<file path="config.mk">
export PLATFORM = sky130hd
export DESIGN_NAME = ofu_top
export DESIGN_NICKNAME = d
export VERILOG_FILES = /design/src/hw/ofu_pkg.sv /design/src/hw/ofu_fp_class.sv /design/src/hw/ofu_pix_store.sv /design/src/hw/ofu_top.sv
export SDC_FILE = /design/constraint.sdc
export NUM_CORES = 1
export LEC_CHECK = 0
export BUFFER_PORTS_ARGS = -buffer_cell sky130_fd_sc_hd__clkbuf_2
export CAP_MARGIN = 10
export CORE_AREA = 2 2 462 464
export CTS_CLUSTER_DIAMETER = 30
export DETAILED_ROUTE_END_ITERATION = 7
export DIE_AREA = 0 0 464 466
export MAX_ROUTING_LAYER = met4
export PLACE_DENSITY = 0.31
export SLEW_MARGIN = 20
export SYNTH_ARGS = -nofsm -noshare
export SYNTH_HDL_FRONTEND = slang
export SYNTH_SLANG_ARGS = --single-unit
</file>
<file path="constraint.sdc">
create_clock -name i_clk -period 32.6 [get_ports i_clk]
set_input_delay 6.52 -clock i_clk [delete_from_list [all_inputs] [get_ports i_clk]]
set_output_delay 6.52 -clock i_clk [all_outputs]
set_load 0.05 [all_outputs]
</file>
<file path="src/hw/ofu_pkg.sv">
package ofu_pkg;

	// ****************************************
	// Operand sizes and load/store codes
	// ****************************************
	typedef enum logic [2:0] {
		OFU_SZ_8,
		OFU_SZ_16,
		OFU_SZ_32,
		OFU_SZ_64,
		OFU_SZ_128
	} ofu_size_t;

	// ****************************************
	// Single-precision layout
	// ****************************************
	localparam int SGL_SIGN_POS  = 31;
	localparam int SGL_EXP_HI    = 30;
	localparam int SGL_EXP_LO    = 23;
	localparam int SGL_FRAC_HI   = 22;
	localparam int SGL_EXP_W     = 8;
	localparam int SGL_FRAC_W    = 23;
	localparam logic [7:0] SGL_EXP_MAX = 8'hff;
	localparam logic [10:0] SGL_BIAS   = 11'h07f;

	// ****************************************
	// Double-precision layout
	// ****************************************
	localparam int DBL_SIGN_POS  = 63;
	localparam int DBL_EXP_HI    = 62;
	localparam int DBL_EXP_LO    = 52;
	localparam int DBL_FRAC_HI   = 51;
	localparam int DBL_EXP_W     = 11;
	localparam int DBL_FRAC_W    = 52;
	localparam logic [10:0] DBL_EXP_MAX = 11'h7ff;
	localparam logic [10:0] DBL_BIAS    = 11'h3ff;

	// ****************************************
	// Register pair split
	// ****************************************
	localparam int PAIR_LO_HI = 31;
	localparam int PAIR_HI_LO = 32;

	// ****************************************
	// Pixel formats
	// ****************************************
	typedef enum logic [1:0] {
		OFU_PIX_8   = 2'h0,
		OFU_PIX_16  = 2'h1,
		OFU_PIX_32  = 2'h2,
		OFU_PIX_UND = 2'h3
	} ofu_pix_t;

	localparam int PIX16_F1_W = 6;
	localparam int PIX16_F2_W = 6;
	localparam int PIX16_F3_W = 4;
	localparam int PIX32_F_W  = 8;

	// ****************************************
	// Reset values
	// ****************************************
	localparam logic [63:0] RST_WORD = 64'h0000_0000_0000_0000;

endpackage : ofu_pkg

</file>
<file path="src/hw/ofu_fp_class.sv">
`timescale 1ns/1ps
module ofu_fp_class (
	input  wire logic        i_dbl,
	input  wire logic [63:0] i_op,
	output logic             o_trap,
	output logic             o_zero,
	output logic             o_sign,
	output logic [11:0]      o_unb_exp,
	output logic [52:0]      o_mant
);
	import ofu_pkg::*;

	logic [10:0] exp_w;
	logic        frac_nz;
	logic        exp_max;

	// ****************************************
	// Field decode
	// ****************************************
	always_comb begin
		if (i_dbl) begin
			o_sign  = i_op[DBL_SIGN_POS];
			exp_w   = i_op[DBL_EXP_HI:DBL_EXP_LO];
			frac_nz = |i_op[DBL_FRAC_HI:0];
			exp_max = (exp_w == DBL_EXP_MAX);
			o_mant    = {1'b1, i_op[DBL_FRAC_HI:0]};
			o_unb_exp = 12'({1'b0, exp_w} - {1'b0, DBL_BIAS});
		end else begin
			o_sign  = i_op[SGL_SIGN_POS];
			exp_w   = {3'h0, i_op[SGL_EXP_HI:SGL_EXP_LO]};
			frac_nz = |i_op[SGL_FRAC_HI:0];
			exp_max = (exp_w[7:0] == SGL_EXP_MAX);
			o_mant    = {1'b1, i_op[SGL_FRAC_HI:0], 29'h0000_0000};
			o_unb_exp = 12'({1'b0, exp_w} - {1'b0, SGL_BIAS});
		end
		o_trap = exp_max | ((exp_w == 11'h000) & frac_nz);
		o_zero = (exp_w == 11'h000) & ~frac_nz;
		if (o_zero) begin
			o_mant = 53'h0_0000_0000_0000;
		end
	end

endmodule : ofu_fp_class

</file>
<file path="src/hw/ofu_pix_store.sv">
`timescale 1ns/1ps
module ofu_pix_store (
	input  wire logic [1:0] i_pixel_size_field,
	input  wire logic [7:0] i_pixel_write_mask,
	output logic      [7:0] o_byte_en,
	output logic            o_size_bad
);
	import ofu_pkg::*;

	// ****************************************
	// Mask to byte lanes
	// ****************************************
	always_comb begin
		o_size_bad = 1'b0;
		o_byte_en  = 8'h00;
		case (ofu_pix_t'(i_pixel_size_field))
			OFU_PIX_8: begin
				o_byte_en = i_pixel_write_mask;
			end
			OFU_PIX_16: begin
				for (int k = 0; k < 4; k++) begin
					o_byte_en[2*k +: 2] = {2{i_pixel_write_mask[k]}};
				end
			end
			OFU_PIX_32: begin
				for (int k = 0; k < 2; k++) begin
					o_byte_en[4*k +: 4] = {4{i_pixel_write_mask[k]}};
				end
			end
			default: begin
				o_size_bad = 1'b1;
			end
		endcase
	end

endmodule : ofu_pix_store

</file>
<file path="src/hw/ofu_top.sv">
// Behaviour
// - Bit zero is the least significant bit in every format
// - Load/store sizes 8, 16, 32, 64 and 128 bits
// - Integers 32-bit two's complement; ordinals 32-bit unsigned
// - 64-bit add and subtract, signed and unsigned
// - 8/16-bit loads sign-extend to 32 bits
// - 8/16-bit stores write only low register bits
// - Single: sign 31, exponent 30..23, fraction 22..0
// - Single normal: implied one, bias 127
// - Double: sign 63, exponent 62..52, fraction 51..0
// - Double normal: implied one, bias 1023
// - All-ones exponent or denormal raises source-exception trap
// - Zero exponent and fraction is signed zero, no trap
// - Results only normals or signed zeros
// - Double: low word even register, high word odd register
// - Pixel operations always on a 64-bit word
// - 16-bit pixel fields 6,6,4; 32-bit pixel three 8s plus attribute
// - Pixel size 00=8, 01=16, 10=32, 11 undefined
// - Set mask bit, lowest first, enables its pixel store
`timescale 1ns/1ps
module ofu_top (
	input  wire logic                  i_clk,
	input  wire logic                  i_rst,
	// Load path
	input  wire logic                  i_ld_valid,
	input  wire ofu_pkg::ofu_size_t    i_ld_size,
	input  wire logic [127:0]          i_ld_data,
	output logic                       o_ld_valid,
	output logic [127:0]               o_ld_data,
	// Store path
	input  wire logic                  i_st_valid,
	input  wire ofu_pkg::ofu_size_t    i_st_size,
	input  wire logic [127:0]          i_st_data,
	output logic                       o_st_valid,
	output logic [127:0]               o_st_data,
	output logic [15:0]                o_st_byte_en,
	// 64-bit integer add/sub
	input  wire logic                  i_ar_valid,
	input  wire logic                  i_ar_sub,
	input  wire logic [63:0]           i_ar_a,
	input  wire logic [63:0]           i_ar_b,
	output logic                       o_ar_valid,
	output logic [63:0]                o_ar_result,
	output logic                       o_ar_carry,
	output logic                       o_ar_overflow,
	// Floating-point operand check
	input  wire logic                  i_fp_valid,
	input  wire logic                  i_fp_dbl,
	input  wire logic [31:0]           i_fp_even_reg,
	input  wire logic [31:0]           i_fp_odd_reg,
	output logic                       o_fp_valid,
	output logic                       o_fp_src_exc,
	output logic                       o_fp_zero,
	output logic                       o_fp_sign,
	output logic [11:0]                o_fp_unb_exp,
	output logic [52:0]                o_fp_mant,
	// Floating-point result guard
	input  wire logic                  i_fr_valid,
	input  wire logic                  i_fr_dbl,
	input  wire logic [63:0]           i_fr_data,
	output logic                       o_fr_valid,
	output logic [31:0]                o_fr_even_reg,
	output logic [31:0]                o_fr_odd_reg,
	// Pixel store
	input  wire logic                  i_px_valid,
	input  wire logic [1:0]            i_pixel_size_field,
	input  wire logic [7:0]            i_pixel_write_mask,
	input  wire logic [63:0]           i_px_data,
	output logic                       o_px_valid,
	output logic [63:0]                o_px_data,
	output logic [7:0]                 o_px_byte_en,
	output logic                       o_px_size_bad,
	// Pixel field view of low pixel
	output logic [5:0]                 o_px16_f1,
	output logic [5:0]                 o_px16_f2,
	output logic [3:0]                 o_px16_f3,
	output logic [31:0]                o_px32_fields
);
	import ofu_pkg::*;

	// ****************************************
	// Helpers
	// ****************************************
	// Sign extension
	function automatic logic [31:0] sext(input logic [15:0] v, input logic is8);
		if (is8) begin
			return {{24{v[7]}}, v[7:0]};
		end
		return {{16{v[15]}}, v};
	endfunction : sext

	function automatic logic [15:0] size_be(input ofu_size_t s);
		case (s)
			OFU_SZ_8:  return 16'h0001;
			OFU_SZ_16: return 16'h0003;
			OFU_SZ_32: return 16'h000f;
			OFU_SZ_64: return 16'h00ff;
			default:   return 16'hffff;
		endcase
	endfunction : size_be

	// ****************************************
	// Load path
	// ****************************************
	logic [127:0] ld_d;

	always_comb begin
		ld_d = i_ld_data;
		case (i_ld_size)
			OFU_SZ_8:  ld_d = {96'h0, sext(i_ld_data[15:0], 1'b1)};
			OFU_SZ_16: ld_d = {96'h0, sext(i_ld_data[15:0], 1'b0)};
			OFU_SZ_32: ld_d = {96'h0, i_ld_data[31:0]};
			OFU_SZ_64: ld_d = {64'h0, i_ld_data[63:0]};
			default:   ld_d = i_ld_data;
		endcase
	end

	always_ff @(posedge i_clk or posedge i_rst) begin
		if (i_rst) begin
			o_ld_valid <= 1'b0;
			o_ld_data  <= {RST_WORD, RST_WORD};
		end else begin
			o_ld_valid <= i_ld_valid;
			if (i_ld_valid) begin
				o_ld_data <= ld_d;
			end
		end
	end

	// ****************************************
	// Store path
	// ****************************************
	logic [15:0]  st_be;
	logic [127:0] st_d;

	always_comb begin
		st_be = size_be(i_st_size);
		for (int k = 0; k < 16; k++) begin
			st_d[8*k +: 8] = st_be[k] ? i_st_data[8*k +: 8] : 8'h00;
		end
	end

	always_ff @(posedge i_clk or posedge i_rst) begin
		if (i_rst) begin
			o_st_valid   <= 1'b0;
			o_st_data    <= {RST_WORD, RST_WORD};
			o_st_byte_en <= 16'h0000;
		end else begin
			o_st_valid <= i_st_valid;
			if (i_st_valid) begin
				o_st_data    <= st_d;
				o_st_byte_en <= st_be;
			end
		end
	end

	// ****************************************
	// 64-bit add/sub
	// ****************************************
	logic [63:0] ar_b;
	logic [64:0] ar_sum;
	logic        ar_ovf;

	always_comb begin
		ar_b   = i_ar_sub ? ~i_ar_b : i_ar_b;
		ar_sum = {1'b0, i_ar_a} + {1'b0, ar_b} + {64'h0, i_ar_sub};
		ar_ovf = (i_ar_a[63] == ar_b[63]) && (ar_sum[63] != i_ar_a[63]);
	end

	always_ff @(posedge i_clk or posedge i_rst) begin
		if (i_rst) begin
			o_ar_valid    <= 1'b0;
			o_ar_result   <= RST_WORD;
			o_ar_carry    <= 1'b0;
			o_ar_overflow <= 1'b0;
		end else begin
			o_ar_valid <= i_ar_valid;
			if (i_ar_valid) begin
				o_ar_result <= ar_sum[63:0];
				o_ar_carry    <= ar_sum[64] ^ i_ar_sub;
				o_ar_overflow <= ar_ovf;
			end
		end
	end

	// ****************************************
	// Operand classification
	// ****************************************
	logic [63:0] fp_op;
	logic        c_trap;
	logic        c_zero;
	logic        c_sign;
	logic [11:0] c_exp;
	logic [52:0] c_mant;

	assign fp_op = i_fp_dbl ? {i_fp_odd_reg, i_fp_even_reg} : {32'h0, i_fp_even_reg};

	ofu_fp_class u_class (
		.i_dbl     (i_fp_dbl),
		.i_op      (fp_op),
		.o_trap    (c_trap),
		.o_zero    (c_zero),
		.o_sign    (c_sign),
		.o_unb_exp (c_exp),
		.o_mant    (c_mant)
	);

	always_ff @(posedge i_clk or posedge i_rst) begin
		if (i_rst) begin
			o_fp_valid   <= 1'b0;
			o_fp_src_exc <= 1'b0;
			o_fp_zero    <= 1'b0;
			o_fp_sign    <= 1'b0;
			o_fp_unb_exp <= 12'h000;
			o_fp_mant    <= 53'h0_0000_0000_0000;
		end else begin
			o_fp_valid <= i_fp_valid;
			o_fp_src_exc <= i_fp_valid & c_trap;
			if (i_fp_valid) begin
				o_fp_zero    <= c_zero;
				o_fp_sign    <= c_sign;
				o_fp_unb_exp <= c_exp;
				o_fp_mant    <= c_mant;
			end
		end
	end

	// ****************************************
	// Result guard
	// ****************************************
	logic [63:0] fr_d;
	logic        fr_bad;

	always_comb begin
		fr_d = i_fr_data;
		if (i_fr_dbl) begin
			fr_bad = (i_fr_data[DBL_EXP_HI:DBL_EXP_LO] == DBL_EXP_MAX)
				| (i_fr_data[DBL_EXP_HI:DBL_EXP_LO] == 11'h000);
			if (fr_bad) begin
				fr_d = {i_fr_data[DBL_SIGN_POS], 63'h0};
			end
		end else begin
			fr_bad = (i_fr_data[SGL_EXP_HI:SGL_EXP_LO] == SGL_EXP_MAX)
				| (i_fr_data[SGL_EXP_HI:SGL_EXP_LO] == 8'h00);
			fr_d[63:32] = 32'h0000_0000;
			if (fr_bad) begin
				fr_d[31:0] = {i_fr_data[SGL_SIGN_POS], 31'h0};
			end
		end
	end

	always_ff @(posedge i_clk or posedge i_rst) begin
		if (i_rst) begin
			o_fr_valid    <= 1'b0;
			o_fr_even_reg <= 32'h0000_0000;
			o_fr_odd_reg  <= 32'h0000_0000;
		end else begin
			o_fr_valid <= i_fr_valid;
			if (i_fr_valid) begin
				o_fr_even_reg <= fr_d[PAIR_LO_HI:0];
				o_fr_odd_reg  <= fr_d[63:PAIR_HI_LO];
			end
		end
	end

	// ****************************************
	// Pixel store
	// ****************************************
	logic [7:0] px_be;
	logic       px_bad;

	ofu_pix_store u_pix (
		.i_pixel_size_field (i_pixel_size_field),
		.i_pixel_write_mask (i_pixel_write_mask),
		.o_byte_en          (px_be),
		.o_size_bad         (px_bad)
	);

	always_ff @(posedge i_clk or posedge i_rst) begin
		if (i_rst) begin
			o_px_valid    <= 1'b0;
			o_px_data     <= RST_WORD;
			o_px_byte_en  <= 8'h00;
			o_px_size_bad <= 1'b0;
			o_px16_f1     <= 6'h00;
			o_px16_f2     <= 6'h00;
			o_px16_f3     <= 4'h0;
			o_px32_fields <= 32'h0000_0000;
		end else begin
			o_px_valid <= i_px_valid;
			if (i_px_valid) begin
				o_px_data     <= i_px_data;
				o_px_byte_en  <= px_be;
				o_px_size_bad <= px_bad;
				o_px16_f3     <= i_px_data[PIX16_F3_W-1:0];
				o_px16_f2     <= i_px_data[PIX16_F3_W +: PIX16_F2_W];
				o_px16_f1     <= i_px_data[PIX16_F3_W+PIX16_F2_W +: PIX16_F1_W];
				o_px32_fields <= i_px_data[4*PIX32_F_W-1:0];
			end
		end
	end

endmodule : ofu_top

</file>
==> summary.md <==
| Metric | Value |
|---|---|
| Status | completed |
| Top-count cell post-synth | dfrtp_1 |
| Leakage | 20.14 nW |
| R2r startpoint | o_px_data[4] |
| PD cells | 84.95 nW/µm² |
| Vias/cell | 3.641 |
| Mapped Avg Cell Area | 10.35 µm² |
| Biggest regs | o_ld_data (128), o_st_data (128) |
| CP startpoint | i_ar_sub |
| Clock Pin Slew Worst Setup and Hold Paths | 0.04 ns |
| Upper clock frequency limit | 99.35 MHz |
| Critical Path RT | 33.24 ns |
| Worst Skew | 0 ns |
| Die area | 216200 µm² |
| Crit path kind | input port to register |
| Worst min path class | register to register |
| R2R cell count | 1 |
| Layout Cells excl Fill | 6765 |
| Gpl congestion | 0.8480 |
| Hold slack final | 0.4730 ns |
| Total core area | 211200 µm² |
| FF+latch count, synth | 538 |
| Hold_buf cts | 0 |
| Final TNS setup | 0 ns |
| Yosys warnings | 0 |
| Number of global-route vias before repair | 25778 |
| Layout cells sized above 1 | 43.96% |
| Initial DRC count | 1368 |
| CTS buffer count | 209 |
| Post-Syn Area | 25710 µm² |
| GRT Util Overall | 14.97% |
| Top_reg_cell synth | dfrtp_1 |
| Worst slew margin | 27.45% |
| Post-synth ARST share | 100.0% |
| CP Depth | 13 |
| RSZ-0062 raised after global routing | no |
| Worst slew pin tran | 1.078 ns |
| R2r setup slk | 31.60 ns |
| Antenna viol nets, final | 0 |
| Synth unique cells | 77 |
| Crit-path max cell delay | 0.64 ns |
| Number of flops mapped to enable cells by yosys | 0 |
| Routed len/inst | 23.94 µm |
| DP HPWL | 131.6 mm |
| FF-to-FF End | o_px_data[4] |
| DR pass1 iterations | 5 |
| Critical path endpoint category | register |
| Most frequent CP cell | a21oi_1 |
| Cells after Synth | 2483 |
| Synth top cells by count | 538 x dfrtp_1, 267 x nand2_1, 216 x o21ai_0 |
| Max stage delay cell, worst path | buf_4 |
| Area leader, netlist | dfrtp_1 |
| Placed Cells | 6334 |
| Maximum vdd drop | 51.13 µV |
| Critical Path AT | 10.71 ns |
| Final-report setup violation count | 0 |
| Width of the chip | 464 µm |
| Area grow syn2layout | 62.29% |
| Die H | 466 µm |
| Minimum clock period | 10.07 ns |
| Synth top area share | 52.36% |
| First-pass GRT wire length | 219.4 mm |
| Remaining DRCs | 0 |
| Via count | 24628 |
| Syn_nets | 3152 |
| Setup Fix Bufs, Post-CTS | 0 |
| Ranking of synthesized cells by area | dfrtp_1 52%, mux2_2 5.6%, a22o_1 5.1% |
| Max-Cap Viols | 0 |
| Pre-CTS setup slack | 21.77 ns |
| CTS tree | yes |
| Grt total ovfl | 0 |
| Final wirelength | 162.0 mm |
| Initial Util | 12.17% |
| CTS HTree Levels | 4 |
| Antenna violations before repair | 61 |
| Slew Limit Fails | 0 |
| Top Ports | 1200 |
| Final worst path period share | 30.88% |
| PostCTS Resize Cnt | 0 |
| Row Count | 169 |
| Clock Latency Late Sink | 0.79 ns |
| Clock buffer depth | 3 |
| Port bufs | 1199 |
| Crit-path cells | buf_4, buf_4, xor2_1, ha_1, a21oi_1, o21ai_0, a21oi_1, a21boi_0, o2bb2ai_1, nor3_2, a21oi_1, or3_1, a32o_1 |
| Crit start category | input port |
| CP bufs+invs | 2 |
| Setup crit end | o_ar_overflow |
| Top cell family by delay on the critical path | compound AO/OA/AOI/OAI gates |
| Clock root cell | clkbuf_16 |
| Largest net degree at the start of global routing | 96 |
| Final nets | 4393 |
| Final Hold Viols | 0 |
| Clk sinks | 538 |
| Crit Path Max Fanout | 39 |
| Final WS setup | 22.53 ns |
| Sequential area share after synthesis | 52.36% |
## cells by family (layout without fill, tap and decap cells)
| logic type | after synthesis | count (layout) | synth area share [%] |
|---|---|---|---|
| buffers and inverters | 406 | 1820 | 6.818 |
| adders and majority gates | 66 | 66 | 3.241 |
| DFF | 538 | 538 | 52.36 |
| and+or+nand+nor | 515 | 515 | 8.842 |
| other | 0 | 47 | 0 |
| muxes | 161 | 161 | 6.925 |
| AOI/OAI and AO/OA | 666 | 666 | 17.35 |
| xor gates and xnor gates | 131 | 131 | 4.463 |
## cell usage in the layout (no fill, tap or decap), drive strengths merged, types with 7 or more instances in the layout
master,n
or3,7
diode,47
nand3,31
a21o,26
o211ai,13
o221ai,7
clkinv,48
nand2,267
bufinv,9
mux2,129
clkbuf,1522
xor2,86
nor2b,7
ha,65
o2bb2ai,24
nand2b,7
o21ai,223
nor4,20
mux2i,32
buf,30
nor3,20
and3,12
dfrtp,538
a31oi,8
and2,10
inv,211
a22o,149
o21bai,11
o31ai,12
nand4,28
xnor2,45
nor2,97
o21a,10
a21oi,147
## per-layer routing
layer,up-vias,GRT usage [%],routed length (µm)
met5,-,-,0
met1,12113,17.21,66270
met4,0,4.388,4176
li1,11255,-,-
met2,1048,23.88,77000
met3,212,6.007,14520
## power breakdown
group | switching [W] | total (W) | leakage (nW) | internal, W
clock network | 0.000571 | 0.00194 | 3.48 | 0.00137
registers | 0.0000587 | 0.000811 | 6.65 | 0.000752
logic | 0.000601 | 0.000795 | 10.0 | 0.000194
## how the worst min path moves through the flow
stage | slack, ns | depth (start not counted) | end | startpoint
2_1_floorplan | 0.75 | 2 | o_fp_mant[52] | o_fp_mant[52]
3_3_place_gp | 0.46 | 1 | o_st_byte_en[0] | o_st_byte_en[0]
3_5_place_dp | 0.46 | 1 | o_st_byte_en[0] | o_st_byte_en[0]
4_1_cts | 0.47 | 1 | o_st_byte_en[0] | o_st_byte_en[0]
5_1_grt | 0.49 | 1 | o_px_byte_en[6] | o_px_byte_en[6]
6_report | 0.47 | 1 | o_px_byte_en[5] | o_px_byte_en[5]
## through the flow
step	utilization, %	power [W]	cell area, µm²
global route	19.75	0.003696	41720
detailed placement	16.34	0.001630	34520
finish	19.75	0.003545	41730
CTS	19.70	0.003607	41600
global placement	16.34	0.001632	34520
floorplan	-	0.001336	25710
## cell type report
cell class / instances / area [µm²]
Antenna cell: 47 / 117.6
Clock buffer: 327 / 6264
Clock inverter: 57 / 823.3
Fill cell: 23499 / 169500
Inverter: 211 / 802.0
Multi-Input combinational cell: 1539 / 10520
Sequential cell: 538 / 13460
Tap cell: 2821 / 3530
Timing Repair Buffer: 1225 / 6206
(Power assumes the default switching activity.)
